==> config.mk <==
export PLATFORM = sky130hd
export DESIGN_NAME = acs_sequencer
export DESIGN_NICKNAME = d
export VERILOG_FILES = /design/src/inc/acs_pkg.sv /design/src/acs_sequencer.sv
export SDC_FILE = /design/constraint.sdc
export NUM_CORES = 1
export LEC_CHECK = 0
export BUFFER_PORTS_ARGS = -buffer_cell sky130_fd_sc_hd__clkbuf_2
export CORE_MARGIN = 1
export CORE_UTILIZATION = 35
export CTS_CLUSTER_SIZE = 24
export DETAILED_ROUTE_END_ITERATION = 8
export SLEW_MARGIN = 15
export SYNTH_ARGS = -nofsm -noshare
export SYNTH_HDL_FRONTEND = slang
export SYNTH_SLANG_ARGS = --single-unit
==> constraint.sdc <==
create_clock -name clk -period 4.5 [get_ports clk]
set_input_delay 0.9 -clock clk [delete_from_list [all_inputs] [get_ports clk]]
set_output_delay 0.9 -clock clk [all_outputs]
set_load 0.01 [all_outputs]
==> src/inc/acs_pkg.sv <==
// constants and types shared by the conversion sequencer
package acs_pkg;
   // register byte offsets
   localparam logic [7:0] ADDR_CTRL   = 8'h00;
   localparam logic [7:0] ADDR_CLKDIV = 8'h04;
   localparam logic [7:0] ADDR_TRIG   = 8'h08;
   localparam logic [7:0] ADDR_RESULT = 8'h0C;
   localparam logic [7:0] ADDR_PREV   = 8'h10;
   localparam logic [7:0] ADDR_STATUS = 8'h14;
   localparam logic [7:0] ADDR_ACC    = 8'h18;
   localparam logic [7:0] ADDR_ERR    = 8'h1C;
   localparam logic [7:0] ADDR_SETPT  = 8'h20;
   localparam logic [7:0] ADDR_THRESH = 8'h24;
   // control register fields
   localparam int CTRL_GO   = 0;
   localparam int CTRL_ON   = 1;
   localparam int CTRL_CS   = 2;
   localparam int CTRL_JUST   = 3;
   localparam int CTRL_REPEAT = 4;
   localparam int CTRL_PREV   = 5;
   localparam int CTRL_DOUBLE = 6;
   localparam int CTRL_IE   = 7;
   // status register fields
   localparam int STAT_DONE = 0;
   localparam int STAT_THR  = 1;
   localparam int STAT_COMPUTATION_STATUS_BIT = 2;
   // widths and reset values
   localparam int RES_W  = 12;
   localparam int ACC_W  = 16;
   localparam int DIV_W  = 7;
   localparam int TRG_W  = 3;
   localparam logic [7:0] CTRL_RST = 8'h00;
   localparam logic [11:0] RES_RST = 12'h000;
   localparam logic [1:0] RESP_OK  = 2'h0;
   localparam logic [1:0] RESP_ERR = 2'h2;
   // timing: one instruction cycle of extra start delay with the rc clock
   localparam int CLK_NS     = 50;
   localparam int T_INSTR_NS = 200;
   localparam int INSTR_CYC  = (T_INSTR_NS + CLK_NS - 1) / CLK_NS;
   typedef enum logic [1:0] {
      ST_IDLE = 2'h0,
      ST_WAIT = 2'h1,
      ST_CONV = 2'h3,
      ST_CALC = 2'h2
   } acs_state_type;
endpackage : acs_pkg

==> src/acs_sequencer.sv <==
// control and sequencing logic of a 12-bit successive-approximation converter
// Operation
// - done flag sets at every conversion end regardless of interrupt enable
// - enabled interrupt in sleep raises request and wakes the device on completion
// - result read left or right justified by the justify select bit
// - software result writes stored right justified; left mode reads shifted by four
// - converter runs only while the module enable bit is one
// - start by software go, selected trigger, or continuous retrigger
// - on completion old result copies to previous when prev select is one
// - completion clears go unless repeat, sets done, computation_status_bit, updates accumulator
// - error computed every conversion, or every second with double sampling
// - threshold flag sets when the computed error meets the comparison
// - filter and threshold work happens after the done flag is set
// - go cleared mid-conversion stores partial result, unconverted bits copy last bit
// - a terminated conversion still gets filter and threshold computation
// - reset restores all registers, turns converter off, aborts conversion
// - conversion in sleep only with the rc oscillator selected
// - with rc clock, start delayed by one extra instruction cycle
// - sleep completion without interrupt powers down, enable bit stays set
// - trigger in sleep with rc clock converts and sets done flag
// - trigger in sleep without rc clock stays pending until sleep ends
// - rising edge of selected trigger sets go
// - conversion clock is system clock over 2*(n+1) or the rc oscillator
`timescale 1ns/1ns
`default_nettype none
module acs_sequencer
   import acs_pkg::*;
(
   // clock and reset
   input  wire logic              clk,
   input  wire logic              rst_n,
   // axi4-lite write channels
   input  wire logic [7:0]        awaddr,
   input  wire logic              awvalid,
   output logic                   awready,
   input  wire logic [31:0]       wdata,
   input  wire logic [3:0]        wstrb,
   input  wire logic              wvalid,
   output logic                   wready,
   output logic [1:0]             bresp,
   output logic                   bvalid,
   input  wire logic              bready,
   // axi4-lite read channels
   input  wire logic [7:0]        araddr,
   input  wire logic              arvalid,
   output logic                   arready,
   output logic [31:0]            rdata,
   output logic [1:0]             rresp,
   output logic                   rvalid,
   input  wire logic              rready,
   // analog side and system
   input  wire logic              cmp_in,
   input  wire logic              rc_tick,
   input  wire logic [7:0]        trig_in,
   input  wire logic              sleep_in,
   output logic [RES_W-1:0]       sar_code,
   output logic                   analog_on,
   output logic                   conv_irq,
   output logic                   wake_req
);
   acs_state_type       state;
   logic [7:0]          ctrl;
   logic [DIV_W-1:0]    clkdiv;
   logic [TRG_W-1:0]    trig_sel;
   logic [RES_W-1:0]    result;
   logic [RES_W-1:0]    prev;
   logic [2:0]          status;
   logic [ACC_W-1:0]    acc;
   logic [RES_W:0]      err;
   logic [RES_W-1:0]    setpt;
   logic [RES_W-1:0]    thresh;
   logic                aw_got;
   logic                w_got;
   logic [7:0]          aw_addr;
   logic [31:0]         w_data;
   logic [3:0]          w_strb;
   logic [7:0]          div_cnt;
   logic [3:0]          bit_idx;
   logic [2:0]          wait_cnt;
   logic                pair;
   logic                trig_d;
   logic                pwr_down;
   logic                wr_en;
   logic [31:0]         wmask;
   logic [31:0]         rd_val;
   logic                rd_ok;
   logic                div_tick;
   logic                ctick;
   logic                trig_rise;
   logic                sw_go_set;
   logic                sw_go_clr;
   logic                complete;
   logic                aborting;
   logic [RES_W-1:0]    next_result;
   logic [RES_W:0]      next_err;

   // sequence controls
   wire go   = ctrl[CTRL_GO];
   wire on   = ctrl[CTRL_ON];
   wire cs   = ctrl[CTRL_CS];
   wire rpt  = ctrl[CTRL_REPEAT];

   function automatic logic [15:0] fmt(input logic [RES_W-1:0] v, input logic justify_select);
      fmt = justify_select ? {4'h0, v} : {v, 4'h0};
   endfunction : fmt

   // replace unconverted bits by the last decided bit
   function automatic logic [RES_W-1:0] fill(input logic [RES_W-1:0] v,
                                             input logic [3:0] idx);
      logic [RES_W-1:0] r;
      logic             last;
      r    = v;
      last = (idx == 4'hB) ? 1'b0 : v[idx+4'h1];
      for (int i = 0; i < RES_W; i++) begin
         if (i <= int'(idx)) begin
            r[i] = last;
         end
      end
      fill = r;
   endfunction : fill

   // write path: byte lanes merge into the current value
   assign wr_en = aw_got && w_got && !bvalid;
   assign wmask = {{8{w_strb[3]}}, {8{w_strb[2]}}, {8{w_strb[1]}}, {8{w_strb[0]}}};

   always_comb begin
      rd_ok  = 1'b1;
      rd_val = 32'h0000_0000;
      unique case (wr_en ? aw_addr : araddr)
         ADDR_CTRL:   rd_val = {24'h0, ctrl};
         ADDR_CLKDIV: rd_val = {25'h0, clkdiv};
         ADDR_TRIG:   rd_val = {29'h0, trig_sel};
         ADDR_RESULT: rd_val = {16'h0, fmt(result, ctrl[CTRL_JUST])};
         ADDR_PREV:   rd_val = {16'h0, fmt(prev, ctrl[CTRL_JUST])};
         ADDR_STATUS: rd_val = {29'h0, status};
         ADDR_ACC:    rd_val = {16'h0, acc};
         ADDR_ERR:    rd_val = {{19{err[RES_W]}}, err};
         ADDR_SETPT:  rd_val = {20'h0, setpt};
         ADDR_THRESH: rd_val = {20'h0, thresh};
         default:     rd_ok  = 1'b0;
      endcase
   end

   wire [31:0] wv     = (rd_val & ~wmask) | (w_data & wmask);
   wire        wr_ctl = wr_en && aw_addr == ADDR_CTRL && w_strb[0];
   wire        wr_st  = wr_en && aw_addr == ADDR_STATUS && w_strb[0];

   // axi write address and data are taken independently
   always_ff @(posedge clk) begin
      if (!rst_n) begin
         awready <= 1'b0;
         aw_got  <= 1'b0;
         aw_addr <= 8'h00;
      end else if (awready && awvalid) begin
         awready <= 1'b0;
         aw_got  <= 1'b1;
         aw_addr <= awaddr;
      end else if (wr_en) begin
         aw_got  <= 1'b0;
      end else if (!aw_got && !bvalid) begin
         awready <= 1'b1;
      end
   end

   always_ff @(posedge clk) begin
      if (!rst_n) begin
         wready <= 1'b0;
         w_got  <= 1'b0;
         w_data <= 32'h0000_0000;
         w_strb <= 4'h0;
      end else if (wready && wvalid) begin
         wready <= 1'b0;
         w_got  <= 1'b1;
         w_data <= wdata;
         w_strb <= wstrb;
      end else if (wr_en) begin
         w_got  <= 1'b0;
      end else if (!w_got && !bvalid) begin
         wready <= 1'b1;
      end
   end

   always_ff @(posedge clk) begin
      if (!rst_n) begin
         bvalid <= 1'b0;
         bresp  <= RESP_OK;
      end else if (wr_en) begin
         bvalid <= 1'b1;
         bresp  <= rd_ok ? RESP_OK : RESP_ERR;
      end else if (bready) begin
         bvalid <= 1'b0;
      end
   end

   // read is refused while a write is being applied, so the mux stays shared
   always_ff @(posedge clk) begin
      if (!rst_n) begin
         arready <= 1'b0;
         rvalid  <= 1'b0;
         rdata   <= 32'h0000_0000;
         rresp   <= RESP_OK;
      end else if (arready && arvalid && !wr_en) begin
         arready <= 1'b0;
         rvalid  <= 1'b1;
         rdata   <= rd_val;
         rresp   <= rd_ok ? RESP_OK : RESP_ERR;
      end else if (rvalid && rready) begin
         rvalid  <= 1'b0;
      end else if (!rvalid) begin
         arready <= 1'b1;
      end
   end

   // configuration registers
   always_ff @(posedge clk) begin
      if (!rst_n) begin
         clkdiv   <= '0;
         trig_sel <= '0;
         setpt    <= RES_RST;
         thresh   <= RES_RST;
      end else if (wr_en) begin
         if (aw_addr == ADDR_CLKDIV) clkdiv   <= wv[DIV_W-1:0];
         if (aw_addr == ADDR_TRIG)   trig_sel <= wv[TRG_W-1:0];
         if (aw_addr == ADDR_SETPT)  setpt    <= wv[RES_W-1:0];
         if (aw_addr == ADDR_THRESH) thresh   <= wv[RES_W-1:0];
      end
   end

   // conversion clock: divided system clock or rc ticks
   always_ff @(posedge clk) begin
      if (!rst_n || !on || cs || state == ST_IDLE || div_tick) begin
         div_cnt <= 8'h00;
      end else begin
         div_cnt <= div_cnt + 8'h01;
      end
   end
   assign div_tick = on && !cs && !sleep_in && div_cnt == {clkdiv, 1'b1};
   assign ctick    = cs ? rc_tick : div_tick;

   // go bit: hardware set wins over software clear
   assign trig_rise = trig_in[trig_sel] && !trig_d;
   assign sw_go_set = wr_ctl && wv[CTRL_GO] && on;
   assign sw_go_clr = wr_ctl && !wv[CTRL_GO];
   assign aborting  = state == ST_CONV && !go;
   assign complete  = state == ST_CONV && on && ((ctick && bit_idx == 4'h0) || !go);

   always_ff @(posedge clk) begin
      if (!rst_n) trig_d <= 1'b0;
      else        trig_d <= trig_in[trig_sel];
   end

   always_ff @(posedge clk) begin
      if (!rst_n) begin
         ctrl <= CTRL_RST;
      end else begin
         if (wr_ctl) ctrl[7:1] <= wv[7:1];
         if (!on) begin
            ctrl[CTRL_GO] <= 1'b0;
         end else if (trig_rise || sw_go_set) begin
            ctrl[CTRL_GO] <= 1'b1;
         end else if (sw_go_clr || (complete && !rpt)) begin
            ctrl[CTRL_GO] <= 1'b0;
         end
      end
   end

   // sequencer
   always_ff @(posedge clk) begin
      if (!rst_n || !on) begin
         state    <= ST_IDLE;
         bit_idx  <= 4'hB;
         wait_cnt <= 3'h0;
         sar_code <= '0;
      end else begin
         unique case (state)
            ST_IDLE: begin
               bit_idx  <= 4'hB;
               wait_cnt <= 3'h0;
               if (go && !(sleep_in && !cs)) begin
                  state    <= cs ? ST_WAIT : ST_CONV;
                  sar_code <= 12'h800;
               end
            end
            ST_WAIT: begin
               wait_cnt <= wait_cnt + 3'h1;
               if (!go) state <= ST_IDLE;
               else if (wait_cnt == 3'(INSTR_CYC - 1)) state <= ST_CONV;
            end
            ST_CONV: begin
               if (complete) begin
                  state <= ST_CALC;
               end else if (ctick) begin
                  sar_code[bit_idx]         <= cmp_in;
                  sar_code[bit_idx - 4'h1] <= 1'b1;
                  bit_idx                   <= bit_idx - 4'h1;
               end
            end
            ST_CALC: state <= ST_IDLE;
         endcase
      end
   end

   // result of this conversion, partial when go was cleared
   always_comb begin
      next_result = sar_code;
      next_result[bit_idx] = cmp_in;
      if (aborting) next_result = fill(sar_code, bit_idx);
   end
   assign next_err = {1'b0, result} - {1'b0, setpt};

   // result, previous result and accumulator
   always_ff @(posedge clk) begin
      if (!rst_n) begin
         result <= RES_RST;
         prev   <= RES_RST;
         acc    <= '0;
      end else if (complete) begin
         if (ctrl[CTRL_PREV]) prev <= result;
         result <= next_result;
         acc    <= acc + ACC_W'(next_result);
      end else if (wr_en && aw_addr == ADDR_RESULT) begin
         result <= wv[RES_W-1:0];
      end
   end

   // error and threshold run one cycle after completion
   always_ff @(posedge clk) begin
      if (!rst_n) begin
         err  <= '0;
         pair <= 1'b0;
      end else if (state == ST_CALC) begin
         pair <= ctrl[CTRL_DOUBLE] && !pair;
         if (!ctrl[CTRL_DOUBLE] || pair) err <= next_err;
      end
   end
   wire calc_now = state == ST_CALC && (!ctrl[CTRL_DOUBLE] || pair);
   wire thr_hit  = calc_now && $signed(next_err) > $signed({1'b0, thresh});

   // status flags; a hardware set in the clearing cycle wins
   always_ff @(posedge clk) begin
      if (!rst_n) begin
         status <= 3'h0;
      end else begin
         if (complete) status[STAT_DONE] <= 1'b1;
         else if (wr_st && wv[STAT_DONE]) status[STAT_DONE] <= 1'b0;
         if (thr_hit) status[STAT_THR] <= 1'b1;
         else if (wr_st && wv[STAT_THR]) status[STAT_THR] <= 1'b0;
         if (complete) status[STAT_COMPUTATION_STATUS_BIT] <= 1'b1;
         else if (wr_st && wv[STAT_COMPUTATION_STATUS_BIT]) status[STAT_COMPUTATION_STATUS_BIT] <= 1'b0;
      end
   end

   // sleep power-down keeps the enable bit set
   always_ff @(posedge clk) begin
      if (!rst_n || !sleep_in || !on) begin
         pwr_down <= 1'b0;
      end else if (complete && !ctrl[CTRL_IE]) begin
         pwr_down <= 1'b1;
      end
   end

   always_ff @(posedge clk) begin
      if (!rst_n) begin
         analog_on <= 1'b0;
         conv_irq  <= 1'b0;
         wake_req  <= 1'b0;
      end else begin
         analog_on <= on && !pwr_down && !(complete && sleep_in && !ctrl[CTRL_IE]);
         conv_irq  <= status[STAT_DONE] && ctrl[CTRL_IE];
         wake_req  <= complete && sleep_in && ctrl[CTRL_IE];
      end
   end

   // checks
   a_done_on_end: assert property (@(posedge clk) disable iff (!rst_n)
      complete |=> status[STAT_DONE]) else $error("done flag missed");
   a_done_sticky: assert property (@(posedge clk) disable iff (!rst_n)
      status[STAT_DONE] && !wr_st |=> status[STAT_DONE]) else $error("done lost");
   a_wake_pulse: assert property (@(posedge clk) disable iff (!rst_n)
      complete && sleep_in && ctrl[CTRL_IE] |=> wake_req ##1 conv_irq)
      else $error("no wake");
   a_go_clears: assert property (@(posedge clk) disable iff (!rst_n)
      complete && !rpt && !trig_rise && !sw_go_set && on |=> !go) else $error("go kept");
   a_off_idle: assert property (@(posedge clk) disable iff (!rst_n)
      !on |=> state == ST_IDLE && !go) else $error("runs while off");
   a_rc_delay: assert property (@(posedge clk) disable iff (!rst_n)
      state == ST_IDLE && go && cs && on && !$past(trig_rise) |=> state == ST_WAIT)
      else $error("rc delay skipped");
   a_sleep_hold: assert property (@(posedge clk) disable iff (!rst_n)
      sleep_in && !cs && state == ST_IDLE |=> state == ST_IDLE) else $error("start in sleep");
   a_calc_after: assert property (@(posedge clk) disable iff (!rst_n)
      state == ST_CALC |-> $past(complete)) else $error("calc early");
   a_busy_go: assert property (@(posedge clk) disable iff (!rst_n)
      state == ST_CONV && on && !complete |-> go) else $error("go low while busy");
endmodule : acs_sequencer
`default_nettype wire

==> results of run 1 <==
-- per-stage QoR --
stage	utilization, %	setup slack [ns]	cell area, µm²
after floorplan	-	0.178	10800
after global placement	38.2	0.209	11600
after detailed placement	38.2	0.223	11600
after CTS	40.2	0.200	12300
after global routing	40.2	0.0344	12300
final	40.2	0.312	12300
-- layout make-up --
type / instances / area (µm²) / share of cell area, %
clock buffer: 17 / 425 / 3.47
clock inverter: 15 / 184 / 1.50
inverter: 50 / 189 / 1.54
multi-input combinational: 1002 / 6590 / 53.7
sequential: 181 / 3620 / 29.6
tap: 396 / 495 / 4.04
timing repair buffer: 134 / 753 / 6.14
-- where the power goes --
group	leakage (nW)	switching [mW]	internal (mW)	total, mW
Clock	0.301	0.767	0.803	1.57
Sequential	1.46	0.0254	1.62	1.64
Combinational	3.12	0.123	0.0574	0.180
Total	4.89	0.915	2.48	3.39
-- placed cells by master, fill, tap and decap left out, drive strengths merged, types with 15 or more instances in the layout --
master / count
xnor2: 26
clkbuf: 118
nor2: 118
inv: 58
mux2: 27
and3: 15
o31ai: 16
dfxtp: 181
a21o: 17
nand3: 76
mux2i: 61
nor3: 30
buf: 33
ha: 45
o21ai: 44
a22o: 23
nand2: 179
a21oi: 110
-- how the worst max path moves through the flow --
stage,end,cells after the start
final,acc[12]$_SDFFE_PN0P_,16
after global routing,acc[12]$_SDFFE_PN0P_,16
after CTS,acc[12]$_SDFFE_PN0P_,16
after detailed placement,acc[12]$_SDFFE_PN0P_,16
after global placement,acc[12]$_SDFFE_PN0P_,16
after floorplan,acc[12]$_SDFFE_PN0P_,17
-- sequential cells by signal (all words and copies together), names as in the netlist, 3 cells and up --
register / cells
setpt: 12
thresh: 12
result: 12
err: 13
div_cnt: 8
rdata: 17
clkdiv: 7
acc: 16
trig_sel: 3
prev: 12
sar_code: 12
status: 3
w_data: 12
bit_idx: 4
ctrl: 8
wait_cnt: 3
aw_addr: 8
-- cell families after synthesis --
family / count (synthesis) / synth area share [%]
AND/OR/NAND/NOR: 496 / 21.6
buffers and inverters: 143 / 5.93
adder cells (fa/ha/maj): 47 / 5.57
multiplexers: 93 / 9.68
flip-flops: 181 / 33.5
XOR/XNOR: 36 / 2.91
AO/OA/AOI/OAI: 328 / 20.8
other: 1 / 0.0347
-- metal layers --
| layer | track usage, % | routed length, µm |
|---|---|---|
| met1 | 30.5 | 15600 |
| met5 | 0 | 0 |
| met4 | 9.29 | 1300 |
| met2 | 36.3 | 16100 |
| met3 | 3.41 | 2170 |
==> impl_metrics.yaml, run 1 <==
synthesis:
  synth.yosys.warnings: 0
  cell_with_the_most_instances_after_synthesis: "sky130_fd_sc_hd__dfxtp_1"
  synth_largest_area_cell: "sky130_fd_sc_hd__dfxtp_1"
  synth.ff_latch_count: 181
  synth_enable_flop_cells: 0
  synthDistinctLibCells: 87
  netlist_top_cells_area: "sky130_fd_sc_hd__dfxtp_1 33%, sky130_fd_sc_hd__nand2_1 6.2%, sky130_fd_sc_hd__mux2i_1 5.6%"
  seq_area_frac_synth_pct: 33.5
  synth_top_cell_area_share_pct: 33.5
  synthesis.instances: 1325
  synth.cell_area_mm2: 0.0108
  share_of_async_settable_or_async_resettable_flops_after_synthesis_pct: 0
  synthFlopType: "sky130_fd_sc_hd__dfxtp_1"
  synth_area_per_cell_um2: 8.17
  synthTopCellsByCount: "181 x sky130_fd_sc_hd__dfxtp_1, 179 x sky130_fd_sc_hd__nand2_1, 118 x sky130_fd_sc_hd__nor2_1, 109 x sky130_fd_sc_hd__a21oi_1, 76 x sky130_fd_sc_hd__nand3_1"
die:
  start_util_pct: 35.5
  io_pins: 126
  floorplan.die.width_um: 178
  core_area_mm2: 0.0305
  die_area_mm2: 0.0316
  die-height_um: 178
  floorplan.rows: 64
min_path:
  hold_path.startpoint: "pwr_down$_SDFFE_PP0P_"
  worstHoldEndpoint: "analog_on$_SDFF_PN0_"
  hold_path_depth: 1
  hold_crit_class: "flop to flop"
setup_path:
  crit_fanout: 12
  critical_path.startpoint_type: "flop"
  crit_start: "bit_idx[1]$_SDFFE_PN1P_"
  ff2ff_path_depth: 16
  timing.critical_path.slowest_stage_cell: "sky130_fd_sc_hd__mux4_2"
  critPathArrivalTime_ns: 4.50
  worstPathCellList: "inv_1 > ha_2 > mux4_2 > mux2i_1 > o21ai_0 > buf_4 > o21a_1 > ha_1 > fa_1 > a21oi_1 > o211ai_1 > o41a_1 > a41o_1 > o311ai_1 > xor2_1 > nor2_1"
  critical-path-max-stage-delay_ns: 0.52
  required_ns: 4.81
  cp.buffers_inverters: 2
  worst_r2r_endpoint: "acc[12]$_SDFFE_PN0P_"
  reg2reg_slack_ns: 0.31
  critical_path.endpoint_type: "flop"
  crit_type: "flop to flop"
  worstReg2RegStart: "bit_idx[1]$_SDFFE_PN1P_"
  cpLargestDelayFamily: "compound AO/OA/AOI/OAI gates"
timing:
  hold_ws_ns: 0.443
  clock_period_minus_final_worst_setup_slack_ns: 4.19
  final-hold-violation-count: 0
  timing.final.crit_share_pct: 93.1
  fin_setup_tns_ns: 0
  setup_repair_after_global_routing_missed_its_margin: "no"
  final-max-slew-violation-count: 0
  clock_skew_ns: 0.0116
  fmaxAchievable_ghz: 0.239
  setup-violations-final: 0
  slew_margin_rel_pct: 33.6
  worst-slew-pin-transition_ns: 0.993
clock_tree:
  worst_setup_hold_path_clk_slew_ns: 0.08
  ctsLongestPathBuffers: 2
  clock_tree.htree_level_count: 4
  post_cts_hold_buffer_count: 0
  tritoncts: "built"
  post_cts_resize_count: 0
  clk_root_buffer_cell: "sky130_fd_sc_hd__clkbuf_16"
  num_cts_buffers: 17
  clkLatencyLatePin_ns: 0.45
  cts_sinks: 181
  cts.repair_timing.setup_buffer_count: 0
detailed_routing:
  detail_route.first_pass.iterations: 5
  detailedRoute.firstIterationViolations: 982
  routed_wl_um: 35200
  via_count: 10228
  drc_violation_count_after_routing: 0
  drt_wl_cell_um: 19.6
  detail-route-antenna-nets: 0
  post_drt_via_cell_ratio: 5.70
grt:
  grt_pass1_wl_um: 55400
  grt_max_degree: 80
  antenna_found_initial: 0
  first_global_vias: 9647
  grt.overflow.total: 0
  groute.usage.overall_pct: 22.8
placement:
  final_weighted_congestion_in_routability_driven_placement: 0.936
  port-buffer-count: 101
  inst_count_dp: 1763
  hpwlAfterDp_um: 26000
flow_run:
  maxCapViolCount: 0
final_layout:
  fin_nets: 1503
  drive_gt1_share_pct: 16.4
  area_growth_syn_to_layout_pct: 13.3
  finalNonFillerCells: 1795
  antenna_cells_inserted: 0
  layout.filler_cells: 3091
pwr:
  ir_worst_vdd_uv: 215
  p_leak_nw: 4.89
  power_density_mw_per_mm2: 277
  fin_total_pwr_mw: 3.39
outcome:
  status: "complete, no violations"
Power figures use the tool's default switching activity.
==> run 2, diff against run 1 <==
PLACE_DENSITY = 0.56   (was unset)
==> run 2 against run 1 <==
  * Worst setup slack gained 0.049 ns
  * Critical path depth is the same
  * Die area is the same
  * Final area is essentially flat
  * Sequential power is essentially flat
  * Sequential share of layout area is essentially flat
  * Count of clock-buffer cells in the layout is the same
  * Critical path type unchanged
  * Critical endpoint unchanged
==> impl_metrics.yaml, run 2 (synthesized netlist as in run 1, its figures left out) <==
min_path:
  hold_crit_class: "flop to flop"
clock_tree:
  post_cts_resize_count: 0
  worst_setup_hold_path_clk_slew_ns: 0.08
  ctsLongestPathBuffers: 2
  clock_tree.htree_level_count: 4
  tritoncts: "built"
  cts_sinks: 181
  cts.repair_timing.setup_buffer_count: 0
  num_cts_buffers: 17
  post_cts_hold_buffer_count: 0
  clk_root_buffer_cell: "sky130_fd_sc_hd__clkbuf_16"
  clkLatencyLatePin_ns: 0.45
placement:
  inst_count_dp: 1760
  port-buffer-count: 101
  final_weighted_congestion_in_routability_driven_placement: 0.962
  hpwlAfterDp_um: 26300
setup_path:
  cp.buffers_inverters: 2
  critical_path.endpoint_type: "flop"
  required_ns: 4.82
  critical-path-max-stage-delay_ns: 0.53
  critical_path.startpoint_type: "flop"
  worstPathCellList: "inv_1 > ha_2 > mux4_2 > mux2i_1 > o21ai_1 > buf_4 > o21a_1 > or2_2 > ha_1 > nand3_1 > o211ai_1 > o41a_1 > a41o_1 > o311ai_1 > xor2_1 > nor2_1"
  cpLargestDelayFamily: "compound AO/OA/AOI/OAI gates"
  crit_fanout: 8
  critPathArrivalTime_ns: 4.46
  crit_type: "flop to flop"
  timing.critical_path.slowest_stage_cell: "sky130_fd_sc_hd__mux4_2"
final_layout:
  max_flop_register: "rdata"
  fin_nets: 1500
  finalNonFillerCells: 1792
  layout.filler_cells: 3158
  most_common_cell_after_layout_fill_and_taps_aside: "sky130_fd_sc_hd__dfxtp_1"
  area_growth_syn_to_layout_pct: 13.3
  sequential_cell_area_in_the_final_layout_mm2: 0.00362
  multi_input_area_mm2: 0.00658
  largest_reg_flops: 17
  drive_gt1_share_pct: 16.1
  reg.largest.list: "rdata: 17 flops, acc: 16 flops, err: 13 flops"
  antenna_cells_inserted: 0
  final_cell_mix: "181 x sky130_fd_sc_hd__dfxtp_1, 179 x sky130_fd_sc_hd__nand2_1, 118 x sky130_fd_sc_hd__nor2_1"
timing:
  fin_setup_tns_ns: 0
  clock_period_minus_final_worst_setup_slack_ns: 4.14
  hold_ws_ns: 0.437
  final-hold-violation-count: 0
  setup-violations-final: 0
  final-max-slew-violation-count: 0
  slew_margin_rel_pct: 27.0
  setup_repair_after_global_routing_missed_its_margin: "no"
  timing.final.crit_share_pct: 92.0
  worst-slew-pin-transition_ns: 1.09
  clock_skew_ns: 0.0145
  fmaxAchievable_ghz: 0.242
detailed_routing:
  post_drt_via_cell_ratio: 5.66
  met3_wirelength_um: 2110
  drt_wl_cell_um: 19.8
  routed_wl_um: 35500
  via_count: 10143
  detailedRoute.firstIterationViolations: 970
  route.layer.met1.wl_um: 16000
  highest_layer: "met4"
  detail-route-antenna-nets: 0
  detail_route.first_pass.iterations: 6
  met2RoutedLength_um: 16400
  drc_violation_count_after_routing: 0
pwr:
  power_frac_seq_pct: 47.8
  ir_worst_vdd_uv: 229
  power_density_mw_per_mm2: 280
  fin_total_pwr_mw: 3.43
  internal-power_mw: 2.49
  power.share.clock_pct: 46.8
  power_switching_share_pct: 27.6
  reported_net_switching_power_mw: 0.947
  combinationalPowerShare_pct: 5.4
  p_leak_nw: 4.87
flow_run:
  maxCapViolCount: 0
grt:
  antenna_found_initial: 0
  grt_max_degree: 51
  grt.overflow.total: 0
  first_global_vias: 9295
  grt_pass1_wl_um: 54200
  groute.usage.overall_pct: 22.6
die:
  core_area_mm2: 0.0305
  floorplan.rows: 64
  die_area_mm2: 0.0316
  floorplan.die.width_um: 178
  start_util_pct: 35.5
  die-height_um: 178
  io_pins: 126
outcome:
  status: "complete, no violations"
==> run 2: power by group through the flow <==
stage | Sequential (mW) | Combinational, mW | Clock (mW)
after global routing | 1.64 | 0.199 | 1.70
after floorplan | 1.67 | 0.112 | 0
after CTS | 1.64 | 0.182 | 1.64
after global placement | 1.68 | 0.179 | 0
final | 1.64 | 0.184 | 1.61
after detailed placement | 1.68 | 0.181 | 0
==> run 2: path summary, 6_finish.rpt <==
kind / from / to / slack, ns / depth (start not counted)
min: pwr_down$_SDFFE_PP0P_ / analog_on$_SDFF_PN0_ / 0.44 / 1
max reg2reg: bit_idx[1]$_SDFFE_PN1P_ / acc[12]$_SDFFE_PN0P_ / 0.36 / 16
max: bit_idx[1]$_SDFFE_PN1P_ / acc[12]$_SDFFE_PN0P_ / 0.36 / 16
min reg2reg: pwr_down$_SDFFE_PP0P_ / analog_on$_SDFF_PN0_ / 0.44 / 1
==> run 2: worst reg2reg max path, delay by kind of cell (launching register included) <==
| family | cells | cell delay (ns) |
|---|---|---|
| muxes | 2 | 0.67 |
| xor gates and xnor gates | 1 | 0.17 |
| buffers and inverters | 2 | 0.27 |
| adders and majority gates | 2 | 0.75 |
| AOI/OAI and AO/OA | 6 | 1.42 |
| DFF | 1 | 0.33 |
| and+or+nand+nor | 3 | 0.43 |
==> run 2: final cells by class <==
type	count	share of cell area [%]
Tap cell	396	4.04
Clock inverter	15	1.68
Multi-Input combinational cell	1002	53.7
Clock buffer	17	3.47
Sequential cell	181	29.6
Inverter	50	1.54
Timing Repair Buffer	131	5.96
==> run 2: through the flow <==
step | setup slack (ns) | utilization [%] | instance area [µm²]
global placement | 0.189 | 38.1 | 11600
CTS | 0.148 | 40.2 | 12300
floorplan | 0.178 | - | 10800
global route | 0.00329 | 40.2 | 12300
detailed placement | 0.145 | 38.1 | 11600
finish | 0.360 | 40.2 | 12300
==> run 2: layer usage <==
metal / track usage (%) / up-vias
li1: - / 4888
met1: 30.4 / 4841
met2: 36.5 / 341
met3: 3.62 / 73
met4: 7.94 / 0
met5: 0 / -
==> run 3, diff against run 2 <==
ABC_AREA = 1   (was unset)
==> run 3 against run 2 <==
  * Worst setup slack gained 0.18 ns
  * Die area down 0.14%
  * Clock power fell by 7%
  * Critical path depth rose by 7
  * Final area decreased by 1.5%
  * Critical path type unchanged
  * Largest power group unchanged
  * Highest routed layer unchanged
==> impl_metrics.yaml, run 3 <==
final_layout:
  reg.largest.list: "rdata: 17 flops, acc: 16 flops, err: 13 flops"
  fin_nets: 1778
  antenna_cells_inserted: 0
  finalNonFillerCells: 2064
  largest_reg_flops: 17
  drive_gt1_share_pct: 13.0
  final_cell_mix: "299 x sky130_fd_sc_hd__nand2_1, 200 x sky130_fd_sc_hd__inv_1, 180 x sky130_fd_sc_hd__dfxtp_1"
  max_flop_register: "rdata"
  layout.filler_cells: 3193
  area_growth_syn_to_layout_pct: 11.7
  most_common_cell_after_layout_fill_and_taps_aside: "sky130_fd_sc_hd__nand2_1"
timing:
  setup_repair_after_global_routing_missed_its_margin: "no"
  slew_margin_rel_pct: 23.1
  worst-slew-pin-transition_ns: 1.15
  clock_period_minus_final_worst_setup_slack_ns: 3.96
  setup-violations-final: 0
  fmaxAchievable_ghz: 0.252
  final-max-slew-violation-count: 0
  timing.final.crit_share_pct: 88.1
  fin_setup_tns_ns: 0
  final-hold-violation-count: 0
  clock_skew_ns: 0.0129
synthesis:
  synthDistinctLibCells: 52
  synth_top_cell_area_share_pct: 33.5
  synth_enable_flop_cells: 0
  synth_largest_area_cell: "sky130_fd_sc_hd__dfxtp_1"
  synth.cell_area_mm2: 0.0108
  synthTopCellsByCount: "299 x sky130_fd_sc_hd__nand2_1, 200 x sky130_fd_sc_hd__inv_1, 181 x sky130_fd_sc_hd__dfxtp_1, 173 x sky130_fd_sc_hd__o21ai_0, 156 x sky130_fd_sc_hd__a21oi_1"
  synth.yosys.warnings: 0
  synth_area_per_cell_um2: 6.72
  cell_with_the_most_instances_after_synthesis: "sky130_fd_sc_hd__nand2_1"
  synthesis.instances: 1607
  synthFlopType: "sky130_fd_sc_hd__dfxtp_1"
  synth.ff_latch_count: 181
  seq_area_frac_synth_pct: 33.5
  netlist_top_cells_area: "sky130_fd_sc_hd__dfxtp_1 34%, sky130_fd_sc_hd__nand2_1 10%, sky130_fd_sc_hd__o21ai_0 8.0%"
  share_of_async_settable_or_async_resettable_flops_after_synthesis_pct: 0
detailed_routing:
  detailedRoute.firstIterationViolations: 899
  drt_wl_cell_um: 16.7
  post_drt_via_cell_ratio: 5.23
  drc_violation_count_after_routing: 0
  routed_wl_um: 34400
  detail-route-antenna-nets: 0
  detail_route.first_pass.iterations: 7
  via_count: 10786
setup_path:
  crit_type: "flop to flop"
  required_ns: 4.87
  worstReg2RegStart: "bit_idx[0]$_SDFFE_PN1P_"
  reg2reg_slack_ns: 0.54
  ff2ff_path_depth: 23
  critPathArrivalTime_ns: 4.33
  crit_fanout: 13
  critical_path.startpoint_type: "flop"
  worst_r2r_endpoint: "acc[12]$_SDFFE_PN0P_"
  critical_path.endpoint_type: "flop"
die:
  io_pins: 126
  start_util_pct: 36.0
  core_area_mm2: 0.0300
  die-height_um: 178
  floorplan.rows: 63
  die_area_mm2: 0.0316
  floorplan.die.width_um: 178
clock_tree:
  cts.repair_timing.setup_buffer_count: 0
  cts_sinks: 181
  worst_setup_hold_path_clk_slew_ns: 0.08
  num_cts_buffers: 17
  tritoncts: "built"
  clkLatencyLatePin_ns: 0.44
  ctsLongestPathBuffers: 2
  clk_root_buffer_cell: "sky130_fd_sc_hd__clkbuf_16"
  clock_tree.htree_level_count: 4
placement:
  hpwlAfterDp_um: 26100
  inst_count_dp: 2032
  port-buffer-count: 101
  final_weighted_congestion_in_routability_driven_placement: 0.967
grt:
  grt.overflow.total: 0
  grt_pass1_wl_um: 54100
  first_global_vias: 9808
  grt_max_degree: 114
  groute.usage.overall_pct: 22.3
  antenna_found_initial: 0
flow_run:
  maxCapViolCount: 0
outcome:
  status: "complete, no violations"
pwr:
  ir_worst_vdd_uv: 248
  power_density_mw_per_mm2: 276
  p_leak_nw: 5.30
min_path:
  worstHoldEndpoint: "pwr_down$_SDFFE_PP0P_"
  hold_crit_class: "flop to flop"
  hold_path_depth: 2
  hold_path.startpoint: "pwr_down$_SDFFE_PP0P_"
[run 3: worst max-delay path by stage]
| stage | cells after the start | to | startpoint |
|---|---|---|---|
| floorplan | 25 | acc[14]$_SDFFE_PN0P_ | bit_idx[0]$_SDFFE_PN1P_ |
| CTS | 23 | acc[12]$_SDFFE_PN0P_ | bit_idx[0]$_SDFFE_PN1P_ |
| global route | 24 | acc[14]$_SDFFE_PN0P_ | bit_idx[0]$_SDFFE_PN1P_ |
| finish | 23 | acc[12]$_SDFFE_PN0P_ | bit_idx[0]$_SDFFE_PN1P_ |
| detailed placement | 23 | acc[12]$_SDFFE_PN0P_ | bit_idx[0]$_SDFFE_PN1P_ |
| global placement | 23 | acc[12]$_SDFFE_PN0P_ | bit_idx[0]$_SDFFE_PN1P_ |
[run 3: critical path, stage by stage (launching register included)]
cell	delay, ns
sky130_fd_sc_hd__dfxtp_2	0.48
sky130_fd_sc_hd__inv_2	0.16
sky130_fd_sc_hd__ha_1	0.38
sky130_fd_sc_hd__inv_1	0.13
sky130_fd_sc_hd__a21oi_1	0.05
sky130_fd_sc_hd__o21ai_0	0.08
sky130_fd_sc_hd__nand2_1	0.07
sky130_fd_sc_hd__nand2_1	0.06
sky130_fd_sc_hd__nand2_1	0.06
sky130_fd_sc_hd__nand2_1	0.21
sky130_fd_sc_hd__inv_2	0.12
sky130_fd_sc_hd__nand2_1	0.06
sky130_fd_sc_hd__o21ai_0	0.11
sky130_fd_sc_hd__ha_1	0.24
sky130_fd_sc_hd__fa_1	0.41
sky130_fd_sc_hd__nand3_1	0.09
sky130_fd_sc_hd__nand3_1	0.13
sky130_fd_sc_hd__nand2_1	0.11
sky130_fd_sc_hd__o211ai_1	0.13
sky130_fd_sc_hd__a21boi_0	0.31
sky130_fd_sc_hd__o21ai_0	0.16
sky130_fd_sc_hd__nand2_1	0.10
sky130_fd_sc_hd__o21ai_0	0.07
sky130_fd_sc_hd__a21oi_1	0.16
[run 3: per-stage QoR]
step                hold WS, ns  total power [mW]  area, µm²  setup slack, ns  util, %
floorplan                 0.423              1.81      10800             1.10        -
global placement          0.443              1.88      11500            0.456     38.3
detailed placement        0.451              1.88      11500            0.429     38.3
CTS                       0.461              3.37      12100            0.392     40.2
global route              0.481              3.47      12100           0.0928     40.2
finish                    0.460              3.34      12100            0.536     40.2
[run 3: cell type report]
cell class | instances | area [µm²] | share of cell area (%)
inverters | 220 | 826 | 6.84
flip-flops and latches | 181 | 3620 | 30.0
clock buffers | 18 | 439 | 3.64
repair buffers | 112 | 591 | 4.89
multi-input cells | 1129 | 5970 | 49.5
well taps | 390 | 488 | 4.04
clock inverters | 14 | 134 | 1.11
[run 3: power breakdown]
group	total (mW)	internal [mW]	switching (mW)	leakage, nW
sequential	1.64	1.62	0.0166	1.46
clock	1.49	0.753	0.736	0.281
combinational	0.209	0.0650	0.144	3.56
total	3.34	2.44	0.897	5.30
[run 3: kinds of logic (layout without fill, tap and decap cells)]
kind of cell | Yosys count | in the layout | synth area share (%)
buffers and inverters | 298 | 364 | 11.3
AOI/OAI and AO/OA | 416 | 416 | 20.8
other | 1 | 2 | 0.0347
DFF | 181 | 181 | 33.5
xor gates and xnor gates | 29 | 29 | 2.35
and+or+nand+nor | 635 | 635 | 26.4
adders and majority gates | 47 | 47 | 5.58
[run 3: timing repair]
action | CTS | global route
hold buffers | 0 | 0
gates resized for setup | 0 | 1
endpoints found under the setup margin | 0 | 3
[run 3: metal layers]
metal | global-route usage, % | share of wire [%] | up-vias
met3 | 4.54 | 7.1 | 50
met2 | 34.7 | 43 | 367
met4 | 6.66 | 2.3 | 0
li1 | - | - | 5387
met1 | 30.8 | 47 | 4982
met5 | 0 | 0 | -
